==> src/core/nsp_consts.svh <==
// Address map, field positions and reset values of the memory guard.
`ifndef NSP_CONSTS_SVH
`define NSP_CONSTS_SVH

// Program memory word addresses of the default size variant.
`define NSP_BOOT_START   20'h10000
`define NSP_BOOT_END     20'h10fff
`define NSP_FLASH_WORD_W 16

// Data space byte addresses; start addresses are common to all variants.
`define NSP_IO_START     16'h0000
`define NSP_IO_END       16'h0fff
`define NSP_EE_START     16'h1000
`define NSP_EE_END       16'h17ff
`define NSP_SRAM_START   16'h2000
`define NSP_SRAM_END     16'h3fff

// User signature row size in words (one flash page).
`define NSP_PAGE_WORDS   256

// Lock byte field positions, two bits per section.
`define NSP_LK_APP       0
`define NSP_LK_TBL       2
`define NSP_LK_BOOT      4
`define NSP_LOCK_RESET   8'hff
`define NSP_FUSE_RESET   8'hff

// Production signature row byte indices.
`define NSP_PSIG_LOT     5'h03
`define NSP_PSIG_WAFER   5'h06
`define NSP_PSIG_XCOORD  5'h07
`define NSP_PSIG_YCOORD  5'h08
`define NSP_PSIG_CAL_OSC 5'h09
`define NSP_PSIG_CAL_ADC 5'h0a
`define NSP_PSIG_CAL_SW  5'h0b

// Register offsets on the APB slave.
`define NSP_REG_STATUS   12'h000
`define NSP_REG_LOCK     12'h004
`define NSP_REG_FUSE     12'h008
`define NSP_REG_DEVID    12'h00c

`endif

==> src/core/nsp_pkg.sv <==
// Types shared by the memory guard and its bench.
package nsp_pkg;

  typedef enum logic [2:0] {
    OP_READ       = 3'h0,
    OP_WRITE      = 3'h1,
    OP_ERASE_PAGE = 3'h2,
    OP_ERASE_USER = 3'h3,
    OP_CHIP_ERASE = 3'h4
  } nsp_op_e;

  typedef enum logic [2:0] {
    SP_FLASH = 3'h0,
    SP_USER  = 3'h1,
    SP_PSIG  = 3'h2,
    SP_FUSE  = 3'h3,
    SP_LOCK  = 3'h4
  } nsp_space_e;

  typedef enum logic [1:0] {
    SEC_APP  = 2'h0,
    SEC_TBL  = 2'h1,
    SEC_BOOT = 2'h2,
    SEC_NONE = 2'h3
  } nsp_sect_e;

  typedef enum logic [4:0] {
    S_LOAD     = 5'h01,
    S_IDLE     = 5'h02,
    S_NVM      = 5'h04,
    S_CE_FLASH = 5'h08,
    S_CE_LOCK  = 5'h10
  } nsp_state_e;

  typedef struct packed {
    nsp_state_e st;
    logic [7:0]  lock;
    logic [7:0]  fuse_wdt;
    logic [7:0]  fuse_bod;
    logic [7:0]  fuse_start;
    logic [7:0]  cal_osc;
    logic [7:0]  cal_adc;
    logic        owner;
    logic        ack_cpu;
    logic        ack_prog;
    logic        den_cpu;
    logic        den_prog;
    logic [15:0] rdata;
    logic        nvm_go;
    nsp_op_e     nvm_op;
    nsp_space_e  nvm_space;
    logic [19:0] nvm_addr;
    logic [15:0] nvm_wdata;
    logic [31:0] prdata;
    logic        pslverr;
    logic [7:0]  ds_rdata;
    logic [7:0]  deny_cnt;
  } nsp_state_s;

endpackage : nsp_pkg

==> src/core/nsp_nvm_guard.sv <==
// Section decoding, lock and fuse guard for program and data memories.
//
// Decided for this implementation: the placing of the registers and the APB register port.
`include "nsp_consts.svh"

// What this block does
// - Program memory words are sixteen bits.
// - Application and boot sections have separate locks.
// - Software flash writes only run when fetched from boot.
// - Boot-fetched flash writes may target any word not write-locked.
// - Decode application, table and boot word ranges.
// - Table section tops application, boot-sized, own lock.
// - Reset copies calibration bytes from signature row.
// - Production signature row is read only.
// - Signature row holds device id and serial.
// - User row is one page, read/write by both.
// - Chip erase spares user row; own erase clears.
// - Fuses written only by programmer, software reads.
// - Fuses drive reset sources and startup settings.
// - Lock writes may only tighten protection.
// - Chip erase clears locks after flash erase.
// - Unprogrammed bits read one, programmed read zero.
// - Programmer and software both reach flash.
// - Data space decodes I/O, EEPROM, SRAM regions.
// - Region starts fixed; only ends vary.
// - EEPROM and SRAM ends per variant; gap is reserved.
module nsp_nvm_guard #(
  parameter logic [19:0] BOOT_START = `NSP_BOOT_START,
  parameter logic [19:0] BOOT_END   = `NSP_BOOT_END,
  parameter logic [15:0] EE_END     = `NSP_EE_END,
  parameter logic [15:0] SRAM_END   = `NSP_SRAM_END,
  parameter int          PAGE_WORDS = `NSP_PAGE_WORDS,
  parameter logic [23:0] DEV_ID     = 24'h0a5c37, // Arbitrary value.
  parameter logic [23:0] LOT_NUM    = 24'h000001,
  parameter logic [7:0]  WAFER_NUM  = 8'h01,
  parameter logic [15:0] WAFER_XY   = 16'h0000,
  parameter logic [7:0]  CAL_OSC    = 8'h80,
  parameter logic [7:0]  CAL_ADC    = 8'h80,
  parameter logic [7:0]  CAL_SW     = 8'h80
) (
  input  wire logic                pclk,
  input  wire logic                presetn,
  input  wire logic                psel,
  input  wire logic                penable,
  input  wire logic                pwrite,
  input  wire logic [11:0]         paddr,
  input  wire logic [31:0]         pwdata,
  output logic      [31:0]         prdata,
  output logic                     pready,
  output logic                     pslverr,
  input  wire logic                cpu_req,
  input  wire nsp_pkg::nsp_op_e    cpu_op,
  input  wire nsp_pkg::nsp_space_e cpu_space,
  input  wire logic [19:0]         cpu_addr,
  input  wire logic [15:0]         cpu_wdata,
  input  wire logic [19:0]         cpu_fetch_pc,
  output logic                     cpu_ack,
  output logic                     cpu_denied,
  output logic      [15:0]         cpu_rdata,
  input  wire logic                program_debug_port_req,
  input  wire nsp_pkg::nsp_op_e    program_debug_port_op,
  input  wire nsp_pkg::nsp_space_e program_debug_port_space,
  input  wire logic [19:0]         program_debug_port_addr,
  input  wire logic [15:0]         program_debug_port_wdata,
  output logic                     program_debug_port_ack,
  output logic                     program_debug_port_denied,
  output logic      [15:0]         program_debug_port_rdata,
  output logic                     nvm_go,
  output nsp_pkg::nsp_op_e         nvm_op,
  output nsp_pkg::nsp_space_e      nvm_space,
  output logic      [19:0]         nvm_addr,
  output logic      [15:0]         nvm_wdata,
  input  wire logic                nvm_done,
  input  wire logic [15:0]         nvm_rdata,
  output logic      [7:0]          fuse_wdt,
  output logic      [7:0]          fuse_bod,
  output logic      [7:0]          fuse_startup,
  output logic      [7:0]          cal_osc,
  output logic      [7:0]          cal_adc,
  input  wire logic [15:0]         ds_addr,
  input  wire logic                ds_rd,
  input  wire logic                ds_wr,
  input  wire logic [7:0]          ds_io_rdata,
  input  wire logic [7:0]          ds_ee_rdata,
  input  wire logic [7:0]          ds_sram_rdata,
  output logic                     ds_io_sel,
  output logic                     ds_ee_sel,
  output logic                     ds_sram_sel,
  output logic      [7:0]          ds_rdata
);

  // The table section is as large as the boot section and sits below it.
  localparam logic [19:0] TBL_START =
    BOOT_START - (BOOT_END - BOOT_START + 20'h00001);
  localparam logic [19:0] PAGE_LIM = 20'(PAGE_WORDS);

  nsp_pkg::nsp_state_s q;
  nsp_pkg::nsp_state_s next_q;

  logic                r_prog;
  logic                r_valid;
  nsp_pkg::nsp_op_e    r_op;
  nsp_pkg::nsp_space_e r_space;
  logic [19:0]         r_addr;
  logic [15:0]         r_wdata;
  logic                r_boot_fetch;
  logic                r_deny;
  logic                r_local;
  logic [15:0]         r_local_data;
  logic                apb_setup;
  logic                apb_wr;
  logic                ds_reserved;

  // Maps a word address onto its flash section.
  function automatic nsp_pkg::nsp_sect_e sect_of(input logic [19:0] a);
    if (a > BOOT_END)
      return nsp_pkg::SEC_NONE;
    else if (a >= BOOT_START)
      return nsp_pkg::SEC_BOOT;
    else if (a >= TBL_START)
      return nsp_pkg::SEC_TBL;
    else
      return nsp_pkg::SEC_APP;
  endfunction : sect_of

  // A cleared bit is programmed: bit 1 low bars writes, bit 0 low reads.
  function automatic logic lock_blocks(input logic [7:0] lk,
                                       input nsp_pkg::nsp_sect_e s,
                                       input logic wr);
    logic [1:0] f;
    f = 2'h3;
    case (s)
      nsp_pkg::SEC_APP:  f = lk[`NSP_LK_APP +: 2];
      nsp_pkg::SEC_TBL:  f = lk[`NSP_LK_TBL +: 2];
      nsp_pkg::SEC_BOOT: f = lk[`NSP_LK_BOOT +: 2];
      default:           f = 2'h0;
    endcase
    return wr ? ~f[1] : ~f[0];
  endfunction : lock_blocks

  // Contents of the factory row: id, serial and calibration bytes.
  function automatic logic [7:0] psig_byte(input logic [4:0] i);
    case (i)
      5'h00: return DEV_ID[7:0];
      5'h01: return DEV_ID[15:8];
      5'h02: return DEV_ID[23:16];
      5'h03: return LOT_NUM[7:0];
      5'h04: return LOT_NUM[15:8];
      5'h05: return LOT_NUM[23:16];
      5'h06: return WAFER_NUM;
      5'h07: return WAFER_XY[7:0];
      5'h08: return WAFER_XY[15:8];
      5'h09: return CAL_OSC;
      5'h0a: return CAL_ADC;
      5'h0b: return CAL_SW;
      default: return 8'hff;
    endcase
  endfunction : psig_byte

  // The programmer wins when both parties ask; an acked party is skipped.
  always_comb
  begin
    r_prog  = program_debug_port_req && !q.ack_prog;
    r_valid = r_prog || (cpu_req && !q.ack_cpu);
    r_op    = r_prog ? program_debug_port_op : cpu_op;
    r_space = r_prog ? program_debug_port_space : cpu_space;
    r_addr  = r_prog ? program_debug_port_addr : cpu_addr;
    r_wdata = r_prog ? program_debug_port_wdata : cpu_wdata;
    r_boot_fetch = sect_of(cpu_fetch_pc) == nsp_pkg::SEC_BOOT;
  end

  // Access checks on the selected request.
  always_comb
  begin
    r_deny = 1'b0;
    r_local = 1'b1;
    r_local_data = 16'h0000;
    case (r_space)
      nsp_pkg::SP_FLASH:
      begin
        r_local = r_op == nsp_pkg::OP_CHIP_ERASE;
        if (r_op == nsp_pkg::OP_CHIP_ERASE)
          r_deny = !r_prog;
        else if (r_op == nsp_pkg::OP_ERASE_USER)
          r_deny = 1'b1;
        else if (r_op != nsp_pkg::OP_READ)
          r_deny = (!r_prog && !r_boot_fetch)
                   || lock_blocks(q.lock, sect_of(r_addr), 1'b1);
        else
          r_deny = lock_blocks(q.lock, sect_of(r_addr), 1'b0);
      end
      nsp_pkg::SP_USER:
      begin
        r_local = 1'b0;
        r_deny = r_addr >= PAGE_LIM
                 || r_op == nsp_pkg::OP_ERASE_PAGE
                 || r_op == nsp_pkg::OP_CHIP_ERASE;
      end
      nsp_pkg::SP_PSIG:
      begin
        r_deny = r_op != nsp_pkg::OP_READ;
        r_local_data = {8'h00, psig_byte(r_addr[4:0])};
      end
      nsp_pkg::SP_FUSE:
      begin
        r_deny = r_op != nsp_pkg::OP_READ
                 && !(r_op == nsp_pkg::OP_WRITE && r_prog);
        r_deny = r_deny || r_addr[1:0] == 2'h3;
        case (r_addr[1:0])
          2'h0:    r_local_data = {8'h00, q.fuse_wdt};
          2'h1:    r_local_data = {8'h00, q.fuse_bod};
          default: r_local_data = {8'h00, q.fuse_start};
        endcase
      end
      default:
      begin
        r_deny = r_op != nsp_pkg::OP_READ && r_op != nsp_pkg::OP_WRITE;
        r_local_data = {8'h00, q.lock};
      end
    endcase
  end

  assign apb_setup = psel && !penable;
  assign apb_wr    = psel && penable && pwrite;

  // Next-state logic of the whole block.
  always_comb
  begin
    next_q = q;
    next_q.ack_cpu  = 1'b0;
    next_q.ack_prog = 1'b0;
    next_q.den_cpu  = 1'b0;
    next_q.den_prog = 1'b0;
    next_q.nvm_go   = 1'b0;
    // Software may only program lock bits, never release them.
    if (apb_wr && paddr == `NSP_REG_LOCK)
      next_q.lock = next_q.lock & pwdata[7:0];
    case (q.st)
      nsp_pkg::S_LOAD:
      begin
        next_q.cal_osc = psig_byte(`NSP_PSIG_CAL_OSC);
        next_q.cal_adc = psig_byte(`NSP_PSIG_CAL_ADC);
        next_q.st = nsp_pkg::S_IDLE;
      end
      nsp_pkg::S_IDLE:
      begin
        if (r_valid)
        begin
          next_q.owner = r_prog;
          if (r_deny || r_local)
          begin
            next_q.ack_cpu  = !r_prog;
            next_q.ack_prog = r_prog;
            next_q.den_cpu  = !r_prog && r_deny;
            next_q.den_prog = r_prog && r_deny;
            next_q.rdata = r_deny ? 16'h0000 : r_local_data;
            if (r_deny)
              next_q.deny_cnt = q.deny_cnt + 8'h01;
          end
          if (!r_deny && r_local)
          begin
            if (r_space == nsp_pkg::SP_FLASH)
            begin
              next_q.ack_prog = 1'b0;
              next_q.st = nsp_pkg::S_CE_FLASH;
            end
            if (r_space == nsp_pkg::SP_LOCK && r_op == nsp_pkg::OP_WRITE)
              next_q.lock = next_q.lock & r_wdata[7:0];
            if (r_space == nsp_pkg::SP_FUSE && r_op == nsp_pkg::OP_WRITE)
            begin
              case (r_addr[1:0])
                2'h0:    next_q.fuse_wdt = r_wdata[7:0];
                2'h1:    next_q.fuse_bod = r_wdata[7:0];
                default: next_q.fuse_start = r_wdata[7:0];
              endcase
            end
          end
          if (!r_deny)
          begin
            if (!r_local || r_space == nsp_pkg::SP_FLASH)
            begin
              next_q.nvm_go = 1'b1;
              next_q.nvm_op = r_op;
              next_q.nvm_space = r_space;
              next_q.nvm_addr = r_addr;
              next_q.nvm_wdata = r_wdata;
            end
            if (!r_local)
              next_q.st = nsp_pkg::S_NVM;
          end
        end
      end
      nsp_pkg::S_NVM:
      begin
        if (nvm_done)
        begin
          next_q.ack_cpu  = !q.owner;
          next_q.ack_prog = q.owner;
          next_q.rdata = nvm_rdata;
          next_q.st = nsp_pkg::S_IDLE;
        end
      end
      nsp_pkg::S_CE_FLASH:
      begin
        if (nvm_done)
          next_q.st = nsp_pkg::S_CE_LOCK;
      end
      default:
      begin
        // Locks are released only once the flash itself is blank.
        next_q.lock = `NSP_LOCK_RESET;
        next_q.ack_prog = 1'b1;
        next_q.st = nsp_pkg::S_IDLE;
      end
    endcase
    // Read data and error are captured in the setup cycle.
    if (apb_setup)
    begin
      next_q.pslverr = 1'b0;
      if (paddr == `NSP_REG_STATUS)
        next_q.prdata = {16'h0000, q.deny_cnt, 3'h0, q.st};
      else if (paddr == `NSP_REG_LOCK)
        next_q.prdata = {24'h000000, q.lock};
      else if (paddr == `NSP_REG_FUSE)
        next_q.prdata = {8'h00, q.fuse_start, q.fuse_bod, q.fuse_wdt};
      else if (paddr == `NSP_REG_DEVID)
        next_q.prdata = {8'h00, DEV_ID};
      else
      begin
        next_q.prdata = 32'h00000000;
        next_q.pslverr = 1'b1;
      end
    end
    // Reserved data space returns zero on read.
    if (ds_rd)
      next_q.ds_rdata = ds_io_sel ? ds_io_rdata : ds_ee_sel ? ds_ee_rdata
                        : ds_sram_sel ? ds_sram_rdata : 8'h00;
  end

  // State register; fuses and locks reset to the unprogrammed value.
  always_ff @(posedge pclk or negedge presetn)
  begin
    if (!presetn)
    begin
      q            <= '0;
      q.st         <= nsp_pkg::S_LOAD;
      q.lock       <= `NSP_LOCK_RESET;
      q.fuse_wdt   <= `NSP_FUSE_RESET;
      q.fuse_bod   <= `NSP_FUSE_RESET;
      q.fuse_start <= `NSP_FUSE_RESET;
    end
    else
      q <= next_q;
  end

  // Data space decode; starts and the I/O end fixed, EEPROM and SRAM ends set by the variant.
  assign ds_io_sel   = (ds_rd || ds_wr) && ds_addr <= `NSP_IO_END;
  assign ds_ee_sel   = (ds_rd || ds_wr) && ds_addr >= `NSP_EE_START
                       && ds_addr <= EE_END;
  assign ds_sram_sel = (ds_rd || ds_wr) && ds_addr >= `NSP_SRAM_START
                       && ds_addr <= SRAM_END;
  assign ds_reserved = !(ds_io_sel || ds_ee_sel || ds_sram_sel);

  // Outputs from the state register; pready tied high, pslverr gated by psel and penable.
  assign pready       = 1'b1;
  assign prdata       = q.prdata;
  assign pslverr      = q.pslverr && psel && penable;
  assign cpu_ack      = q.ack_cpu;
  assign cpu_denied   = q.den_cpu;
  assign cpu_rdata    = q.rdata;
  assign program_debug_port_ack    = q.ack_prog;
  assign program_debug_port_denied = q.den_prog;
  assign program_debug_port_rdata  = q.rdata;
  assign nvm_go       = q.nvm_go;
  assign nvm_op       = q.nvm_op;
  assign nvm_space    = q.nvm_space;
  assign nvm_addr     = q.nvm_addr;
  assign nvm_wdata    = q.nvm_wdata;
  assign fuse_wdt     = q.fuse_wdt;
  assign fuse_bod     = q.fuse_bod;
  assign fuse_startup = q.fuse_start;
  assign cal_osc      = q.cal_osc;
  assign cal_adc      = q.cal_adc;
  assign ds_rdata     = q.ds_rdata;

  // Checks on the guard's own behaviour.
  a_app_fetch_gate: assert property (@(posedge pclk) disable iff (!presetn)
    q.st == nsp_pkg::S_IDLE && r_valid && !r_prog
    && r_space == nsp_pkg::SP_FLASH && r_op == nsp_pkg::OP_WRITE
    && !r_boot_fetch |=> cpu_denied && cpu_ack && !nvm_go)
    else $error("flash write from application fetch was not refused");

  a_psig_no_write: assert property (@(posedge pclk) disable iff (!presetn)
    nvm_go |-> nvm_space != nsp_pkg::SP_PSIG)
    else $error("production row reached the flash controller");

  a_fuse_prog_only: assert property (@(posedge pclk) disable iff (!presetn)
    $changed({fuse_wdt, fuse_bod}) |-> $past(r_prog)
    && $past(q.st) == nsp_pkg::S_IDLE)
    else $error("fuse changed without a programmer write");

  a_lock_only_tight: assert property (@(posedge pclk) disable iff (!presetn)
    $past(q.st) != nsp_pkg::S_CE_LOCK |-> (q.lock & ~$past(q.lock)) == 8'h00)
    else $error("lock bit released outside chip erase");

  a_lock_after_erase: assert property (@(posedge pclk) disable iff (!presetn)
    q.st == nsp_pkg::S_CE_LOCK |-> $past(q.st) == nsp_pkg::S_CE_FLASH
    && $past(nvm_done) ##1 q.lock == `NSP_LOCK_RESET && program_debug_port_ack)
    else $error("locks cleared out of order");

  a_ce_spare_user: assert property (@(posedge pclk) disable iff (!presetn)
    nvm_go && nvm_op == nsp_pkg::OP_CHIP_ERASE
    |-> nvm_space == nsp_pkg::SP_FLASH)
    else $error("chip erase aimed at the user row");

  a_reserved_zero: assert property (@(posedge pclk) disable iff (!presetn)
    ds_rd && ds_reserved |=> ds_rdata == 8'h00)
    else $error("reserved data read was not zero");

  a_ee_decode: assert property (@(posedge pclk) disable iff (!presetn)
    (ds_rd || ds_wr) && ds_addr >= 16'h1000 && ds_addr <= EE_END
    |-> ds_ee_sel && !ds_io_sel && !ds_sram_sel)
    else $error("EEPROM window decoded wrongly");

  a_cal_loaded: assert property (@(posedge pclk) disable iff (!presetn)
    $fell(q.st == nsp_pkg::S_LOAD) |-> cal_osc == CAL_OSC
    && cal_adc == CAL_ADC ##2 cal_osc == CAL_OSC)
    else $error("calibration not copied at reset");

  a_locked_read: assert property (@(posedge pclk) disable iff (!presetn)
    q.st == nsp_pkg::S_IDLE && r_valid && r_space == nsp_pkg::SP_FLASH
    && r_op == nsp_pkg::OP_READ && !q.lock[`NSP_LK_TBL]
    && sect_of(r_addr) == nsp_pkg::SEC_TBL |=> !nvm_go)
    else $error("read of a read-locked section was forwarded");

  c_chip_erase: cover property (@(posedge pclk) disable iff (!presetn)
    q.st == nsp_pkg::S_CE_LOCK);
  c_boot_write: cover property (@(posedge pclk) disable iff (!presetn)
    nvm_go && nvm_op == nsp_pkg::OP_WRITE && !q.owner);
  c_user_erase: cover property (@(posedge pclk) disable iff (!presetn)
    nvm_go && nvm_op == nsp_pkg::OP_ERASE_USER);
  c_cpu_denied: cover property (@(posedge pclk) disable iff (!presetn)
    cpu_denied);

endmodule : nsp_nvm_guard

==> config.mk <==
export PLATFORM = sky130hd
export DESIGN_NAME = nsp_nvm_guard
export DESIGN_NICKNAME = d
export VERILOG_FILES = /design/src/core/nsp_pkg.sv /design/src/core/nsp_nvm_guard.sv
export VERILOG_INCLUDE_DIRS = /design/src /design/src/core
export SDC_FILE = /design/constraint.sdc
export NUM_CORES = 1
export LEC_CHECK = 0
export BUFFER_PORTS_ARGS = -buffer_cell sky130_fd_sc_hd__buf_2
export CAP_MARGIN = 20
export CELL_PAD_IN_SITES_DETAIL_PLACEMENT = 0
export CELL_PAD_IN_SITES_GLOBAL_PLACEMENT = 2
export CORE_MARGIN = 3
export CORE_UTILIZATION = 30
export DETAILED_ROUTE_END_ITERATION = 8
export PLACE_DENSITY = 0.9
export SLEW_MARGIN = 20
export SYNTH_ARGS = -nofsm -noshare
export SYNTH_HDL_FRONTEND = slang
export SYNTH_SLANG_ARGS = --single-unit
export TNS_END_PERCENT = 5
==> constraint.sdc <==
create_clock -name pclk -period 6.1 [get_ports pclk]
set_clock_uncertainty 0.2 [all_clocks]
set_input_delay 0.915 -clock pclk [delete_from_list [all_inputs] [get_ports pclk]]
set_output_delay 0.915 -clock pclk [all_outputs]
set_load 0.02 [all_outputs]
==> flow_metrics.py, run 1 <==
metrics = {
    "run_status": {
        "status": "finished clean",
    },
    "cells_and_area": {
        "fin_area_um2": 10100,
        "area_delta_synth_final_pct": 16.7,
        "nets": 1287,
        "nFillCells": 2959,
        "layout-drive-gt1-share_pct": 41.8,
    },
    "placed_design": {
        "place_area_um2": 9420,
        "io_buffers": 307,
        "place_congestion": 0.793,
        "hpwl_um": 20900,
    },
    "detailed_routing": {
        "drtIter0Drc": 442,
        "wire_per_inst_um": 18.9,
        "routed_wl_um": 27700,
        "drc_errors": 0,
        "detail-route-antenna-nets": 0,
        "viasPerCell": 4.86,
        "num_vias": 7100,
        "dr.pass1.iters": 5,
    },
    "grt": {
        "globalRouteOverflowTotal": 0,
        "antenna_found_initial": 2,
        "grt_usage_pct": 17.8,
        "grt_pass1_wl_um": 42400,
        "grt_max_degree": 98,
        "first_global_vias": 7114,
    },
    "critical_path": {
        "ff2ff_setup_slack_ps": 1950,
        "r2r-end": "fuse_wdt[4]",
        "required_ps": 6250,
        "crit_type": "in -> reg",
        "end_kind": "register",
        "crit_fanout": 25,
        "r2r_cells": 8,
        "crit_arrival_ps": 4400,
        "crit_path_start_kind": "input port",
        "rr_startpoint": "program_debug_port_ack",
        "cp-startpoint": "program_debug_port_req",
    },
    "synth": {
        "netlist_area_um2": 8620,
        "synth.area.top_cells": "dfrtp_1 32%, buf_4 14%, dfstp_2 10%",
        "synth_edf_count": 0,
        "yosys_warnings": 0,
        "synthCells": 909,
        "synth.most_common_cell": "buf_4",
        "async_reset_ff_share_pct": 100,
        "synth_top_area_share_pct": 31.9,
        "yosys.area.top_type": "dfrtp_1",
        "netlist-cell-type-count": 58,
        "synth-seq-cells": 143,
        "synth-main-ff-cell": "dfrtp_1",
        "synth_seq_area_share_pct": 42.0,
        "syn_area_per_cell_um2": 9.48,
        "synth_commonest_cells": "156 x buf_4, 110 x dfrtp_1, 109 x nand2_1",
    },
    "timing": {
        "finalHoldViolations": 0,
        "rsz0062_at_grt": "false",
        "maxSlewViolCount": 0,
        "fin_tns_setup_ps": 0,
        "max_slew_margin_pct": 29.1,
        "finalCriticalPeriod_ps": 4260,
        "max_clock_freq_ghz": 0.235,
        "fin_crit_sh_pct": 69.8,
        "finalSetupViolCount": 0,
        "worst_pin_slew_ps": 1030,
    },
    "die": {
        "dieArea_um2": 30800,
        "rows": 61,
        "die_x_um": 175,
        "initial_utilization_pct": 30.8,
        "die_h_um": 175,
        "core-area_um2": 28000,
        "io_pins": 378,
    },
    "clock_tree": {
        "clk_latency_ps": 420,
        "root_buffer": "clkbuf_16",
        "cts_tree": "done",
        "h-tree-depth": 4,
        "ctsLongestPathBuffers": 2,
        "cts.hold.buffers_added": 0,
        "clkTransAtPathRegs_ps": 70,
        "cts.repair.resized": 0,
        "cts_num_sinks": 143,
        "cts_buffers": 17,
        "postCtsSetupRepairBufs": 0,
    },
    "worst_hold_path": {
        "hold_end": "prdata[10]",
        "timing.hold.worst.start": "prdata[10]",
        "hold_depth": 2,
        "hold_path_class": "reg -> reg",
    },
    "pwr": {
        "swShare_pct": 37.5,
        "power.switching_w": 0.00119,
        "pwr-share-comb_pct": 26.9,
        "power_frac_clock_pct": 34.2,
        "p_leak_nw": 4.85,
        "p_per_area_nw_per_um2": 315,
        "vdd_drop_max_uv": 156,
        "seq_power_share_pct": 38.9,
        "intPower_w": 0.00198,
    },
    "job": {
        "cap_violations": 0,
    },
}
## state kept, by name, summed over array words and instances (netlist names)
| register | count |
|---|---|
| cal_osc | 1 |
| cpu_ack | 1 |
| cpu_denied | 1 |
| cpu_rdata | 16 |
| ds_rdata | 8 |
| fuse_bod | 8 |
| fuse_startup | 8 |
| fuse_wdt | 8 |
| nvm_addr | 20 |
| nvm_go | 1 |
| nvm_op | 3 |
| nvm_space | 3 |
| nvm_wdata | 16 |
| prdata | 24 |
| program_debug_port_ack | 1 |
| program_debug_port_denied | 1 |
| q | 23 |
## power groups by stage
stage	clock [W]	sequential [W]	combinational, W
3_3_place_gp	0	0.00124	0.000859
6_report	0.00108	0.00123	0.000852
3_5_place_dp	0	0.00124	0.000867
2_1_floorplan	0	0.00122	0.000747
5_1_grt	0.00116	0.00126	0.000935
4_1_cts	0.00111	0.00123	0.000868
## per-stage QoR
stage                     hold WS, ps  util (%)  total power (W)  instances  worst slack (ps)
after floorplan                   242         -          0.00196        931              2380
after global placement            257      33.6          0.00210       1427              1500
after detailed placement          261      33.6          0.00211       1427              1450
after CTS                         280      35.8          0.00321       1459              1900
after global routing              314      35.9          0.00336       1461              1640
final                             275      35.9          0.00317       1461              1840
## per-layer routing
metal  vias to the layer above  share of wire, %  track usage [%]
li1                       3350                 -                -
met1                      3434                45             24.2
met2                       295                47             28.4
met3                        21               7.0             4.26
met4                         0               1.4             5.15
met5                         -                 0                0
## placed cells by master, fill, tap and decap left out, types with 17 or more instances in the layout
cell / instances
buf_2: 306
dfrtp_1: 110
nand2_1: 109
nor2_1: 71
mux2_2: 53
a21oi_1: 52
o21ai_0: 47
mux2i_1: 39
dfstp_2: 33
conb_1: 24
nor3_1: 17
clkbuf_16: 17
## layout make-up
cell class,instances,area (um2),area share (%)
Timing Repair Buffer,319,1630,16.2
Multi-Input combinational cell,575,3660,36.4
Sequential cell,143,3620,36.0
Clock inverter,15,193,1.92
Inverter,12,45.0,0.448
Clock buffer,17,425,4.23
Antenna cell,2,5.00,0.0498
Tap cell,378,473,4.71
## cell families after synthesis
group	synth area share (%)
simple gates	14.1
buf+inv	16.6
compound gates	14.0
flops	42.0
mux	11.5
xor+xnor	1.02
fa+ha+maj	0.726
other cells	0.0872
## worst max path at each step
stage | to | slack (ps)
global route | fuse_wdt[3] | 1640
CTS | fuse_wdt[4] | 1900
finish | fuse_wdt[4] | 1840
detailed placement | fuse_wdt[7] | 1450
floorplan | ds_ee_sel | 2380
global placement | fuse_bod[4] | 1500
## critical path: stages
cell,delay (ps)
buf_2,120
nand2b_2,510
mux2i_1,930
and4_1,410
o31a_1,250
a311oi_2,100
and2b_1,470
nand4_4,330
mux2_2,370
(Power assumes the default switching activity.)
==> inputs of run 2 (changes only) <==
- ABC_AREA: unset -> 1
- CORE_UTILIZATION: 30 -> 26
- PLACE_DENSITY: 0.9 -> 0.84
- clock period: 6.1 -> 3.98 ns (I/O delays scaled with it)
==> run 2 against run 1 <==
- worst setup slack worse by 1300 ps
- via count is 15% higher
- synthesized cell count is 32% higher
- non-clock buffer count rose by 22
- combinational power rose by 120%
- clock power is 48% higher
- synthesized area rose by 5.4%
- clock-buffer cell count unchanged
==> flow_metrics.py, run 2 <==
metrics = {
    "run_status": {
        "status": "finished clean",
    },
    "clock_tree": {
        "root_buffer": "clkbuf_16",
        "cts_tree": "done",
        "postCtsSetupRepairBufs": 0,
        "ctsLongestPathBuffers": 2,
        "cts.hold.buffers_added": 0,
        "h-tree-depth": 4,
        "cts_num_sinks": 143,
        "cts.repair.resized": 0,
        "cts_buffers": 17,
        "clk_latency_ps": 430,
        "clkTransAtPathRegs_ps": 70,
    },
    "cells_and_area": {
        "largest_reg_flops": 24,
        "fin_area_um2": 10800,
        "final_common_cell": "nand2_1",
        "layout-drive-gt1-share_pct": 32.6,
        "nFillCells": 3749,
        "final_cell_mix": "342 x nand2_1, 306 x buf_2, 110 x dfrtp_1",
        "area_delta_synth_final_pct": 18.5,
        "fin_util_pct": 31.7,
        "nets": 1606,
    },
    "synth": {
        "synth.most_common_cell": "nand2_1",
        "syn_area_per_cell_um2": 7.58,
        "synth_edf_count": 0,
        "synth-main-ff-cell": "dfrtp_1",
        "synth.area.top_cells": "dfrtp_1 30%, nand2_1 14%, buf_4 13%",
        "synth_top_area_share_pct": 30.3,
        "synth_commonest_cells": "343 x nand2_1, 161 x buf_4, 110 x dfrtp_1",
        "netlist_area_um2": 9080,
        "yosys_warnings": 0,
        "synth_seq_area_share_pct": 39.9,
        "async_reset_ff_share_pct": 100,
        "synthCells": 1197,
        "netlist-cell-type-count": 47,
        "yosys.area.top_type": "dfrtp_1",
        "synth-seq-cells": 143,
    },
    "timing": {
        "worst_pin_slew_ps": 835,
        "rsz0062_at_grt": "false",
        "max_clock_freq_ghz": 0.294,
        "whs_ps": 14.1,
        "fin_crit_sh_pct": 85.4,
        "max_slew_margin_pct": 43.9,
        "finalHoldViolations": 0,
        "finalCriticalPeriod_ps": 3400,
        "maxSlewViolCount": 0,
        "fin_tns_setup_ps": 0,
        "finalSetupViolCount": 0,
    },
    "grt": {
        "first_global_vias": 7979,
        "grt_usage_pct": 16.2,
        "grt_max_degree": 81,
        "grt_pass1_wl_um": 46000,
        "globalRouteOverflowTotal": 0,
        "antenna_found_initial": 4,
    },
    "critical_path": {
        "required_ps": 4080,
        "crit_arrival_ps": 3500,
        "crit_fanout": 22,
        "crit_type": "reg -> reg",
        "crit_path_start_kind": "register",
        "end_kind": "register",
    },
    "detailed_routing": {
        "num_vias": 8141,
        "viasPerCell": 4.40,
        "drtIter0Drc": 455,
        "detail-route-antenna-nets": 0,
        "routed_wl_um": 30400,
        "wire_per_inst_um": 16.5,
        "drc_errors": 0,
        "dr.pass1.iters": 5,
    },
    "worst_hold_path": {
        "hold_path_class": "in -> async",
    },
    "die": {
        "core-area_um2": 34000,
        "die_x_um": 193,
        "rows": 67,
        "dieArea_um2": 37200,
        "die_h_um": 193,
        "initial_utilization_pct": 26.7,
        "io_pins": 378,
    },
    "placed_design": {
        "place_congestion": 0.835,
        "hpwl_um": 24000,
        "place_area_um2": 10200,
        "io_buffers": 307,
    },
    "job": {
        "cap_violations": 0,
    },
    "pwr": {
        "p_per_area_nw_per_um2": 514,
        "p_leak_nw": 5.68,
        "p_total_w": 0.00553,
        "vdd_drop_max_uv": 289,
    },
}
run 2: cell count changes in the layout (fill, tap and decap cells not counted), sizes merged, moves of 13 or more:
cell and change:
nand2 +241, inv +100, mux2 -53, o21ai +52, nand3 +43, mux2i -28, nor2 +27, a21oi -24
buf +22, o211ai +13, or2 +13
run 2: metrics by stage:
step,setup slack [ps],instances
final,582,1849
after global routing,119,1848
after CTS,520,1848
after detailed placement,261,1816
after global placement,317,1816
after floorplan,639,1219
run 2: per-layer routing:
| metal | global-route usage [%] | wire (um) | share of wire, % | vias to the layer above |
|---|---|---|---|---|
| li1 | - | - | - | 4077 |
| met1 | 21.3 | 13300 | 44 | 3761 |
| met2 | 27.2 | 14400 | 47 | 280 |
| met3 | 3.83 | 2400 | 7.9 | 21 |
| met4 | 3.42 | 339 | 1.1 | 2 |
| met5 | 0 | 13 | 0.043 | - |
run 2: final timing paths:
check	start	end	slack, ps	cells past startpoint
worst max-delay path	program_debug_port_ack	nvm_op[1]	580	16
worst min-delay path	presetn	cpu_denied	10	1
worst max register to register	program_debug_port_ack	nvm_op[1]	580	16
worst min register to register	nvm_space[1]	nvm_space[1]	270	2
max in group asynchronous	presetn	q[156]	2760	2
min in group pclk	nvm_done	q[163]	220	2
run 2: final cells by class:
cell class	instances	area (um2)	share of cell area, %
repair buffers	341	1820	16.9
multi-input cells	774	3770	35.0
inverters	110	413	3.84
well taps	448	561	5.21
clock buffers	17	425	3.95
diodes	1	2.50	0.0233
clock inverters	15	148	1.37
flip-flops and latches	143	3620	33.6
run 2: critical path: stages (launching register included):
cell	delay, ps
dfrtp_1	450
inv_2	210
nand2_8	150
o21ai_0	400
inv_1	130
ha_1	260
nor2_1	110
nand2_1	50
o21ai_0	150
nor2_1	80
nor2_1	140
nand2_1	120
nor2_2	130
nand2_2	220
buf_4	300
nand2_1	70
o21ai_0	70
run 2: logic make-up (layout without fill, tap and decap cells):
| kind of cell | Yosys count | in the layout | share of synthesized area [%] |
|---|---|---|---|
| simple gates | 547 | 547 | 26.0 |
| buf+inv | 302 | 483 | 19.7 |
| compound gates | 180 | 180 | 11.8 |
| flops | 143 | 143 | 39.9 |
| mux | 11 | 11 | 1.21 |
| xor+xnor | 7 | 7 | 0.675 |
| fa+ha+maj | 5 | 5 | 0.689 |
| other cells | 2 | 25 | 0.0827 |
run 2: power by group:
| group | switching (W) | total, W | internal, W |
|---|---|---|---|
| clock network | 0.000723 | 0.00160 | 0.000880 |
| registers | 0.000228 | 0.00202 | 0.00179 |
| logic | 0.00128 | 0.00191 | 0.000627 |
| total | 0.00223 | 0.00553 | 0.00330 |
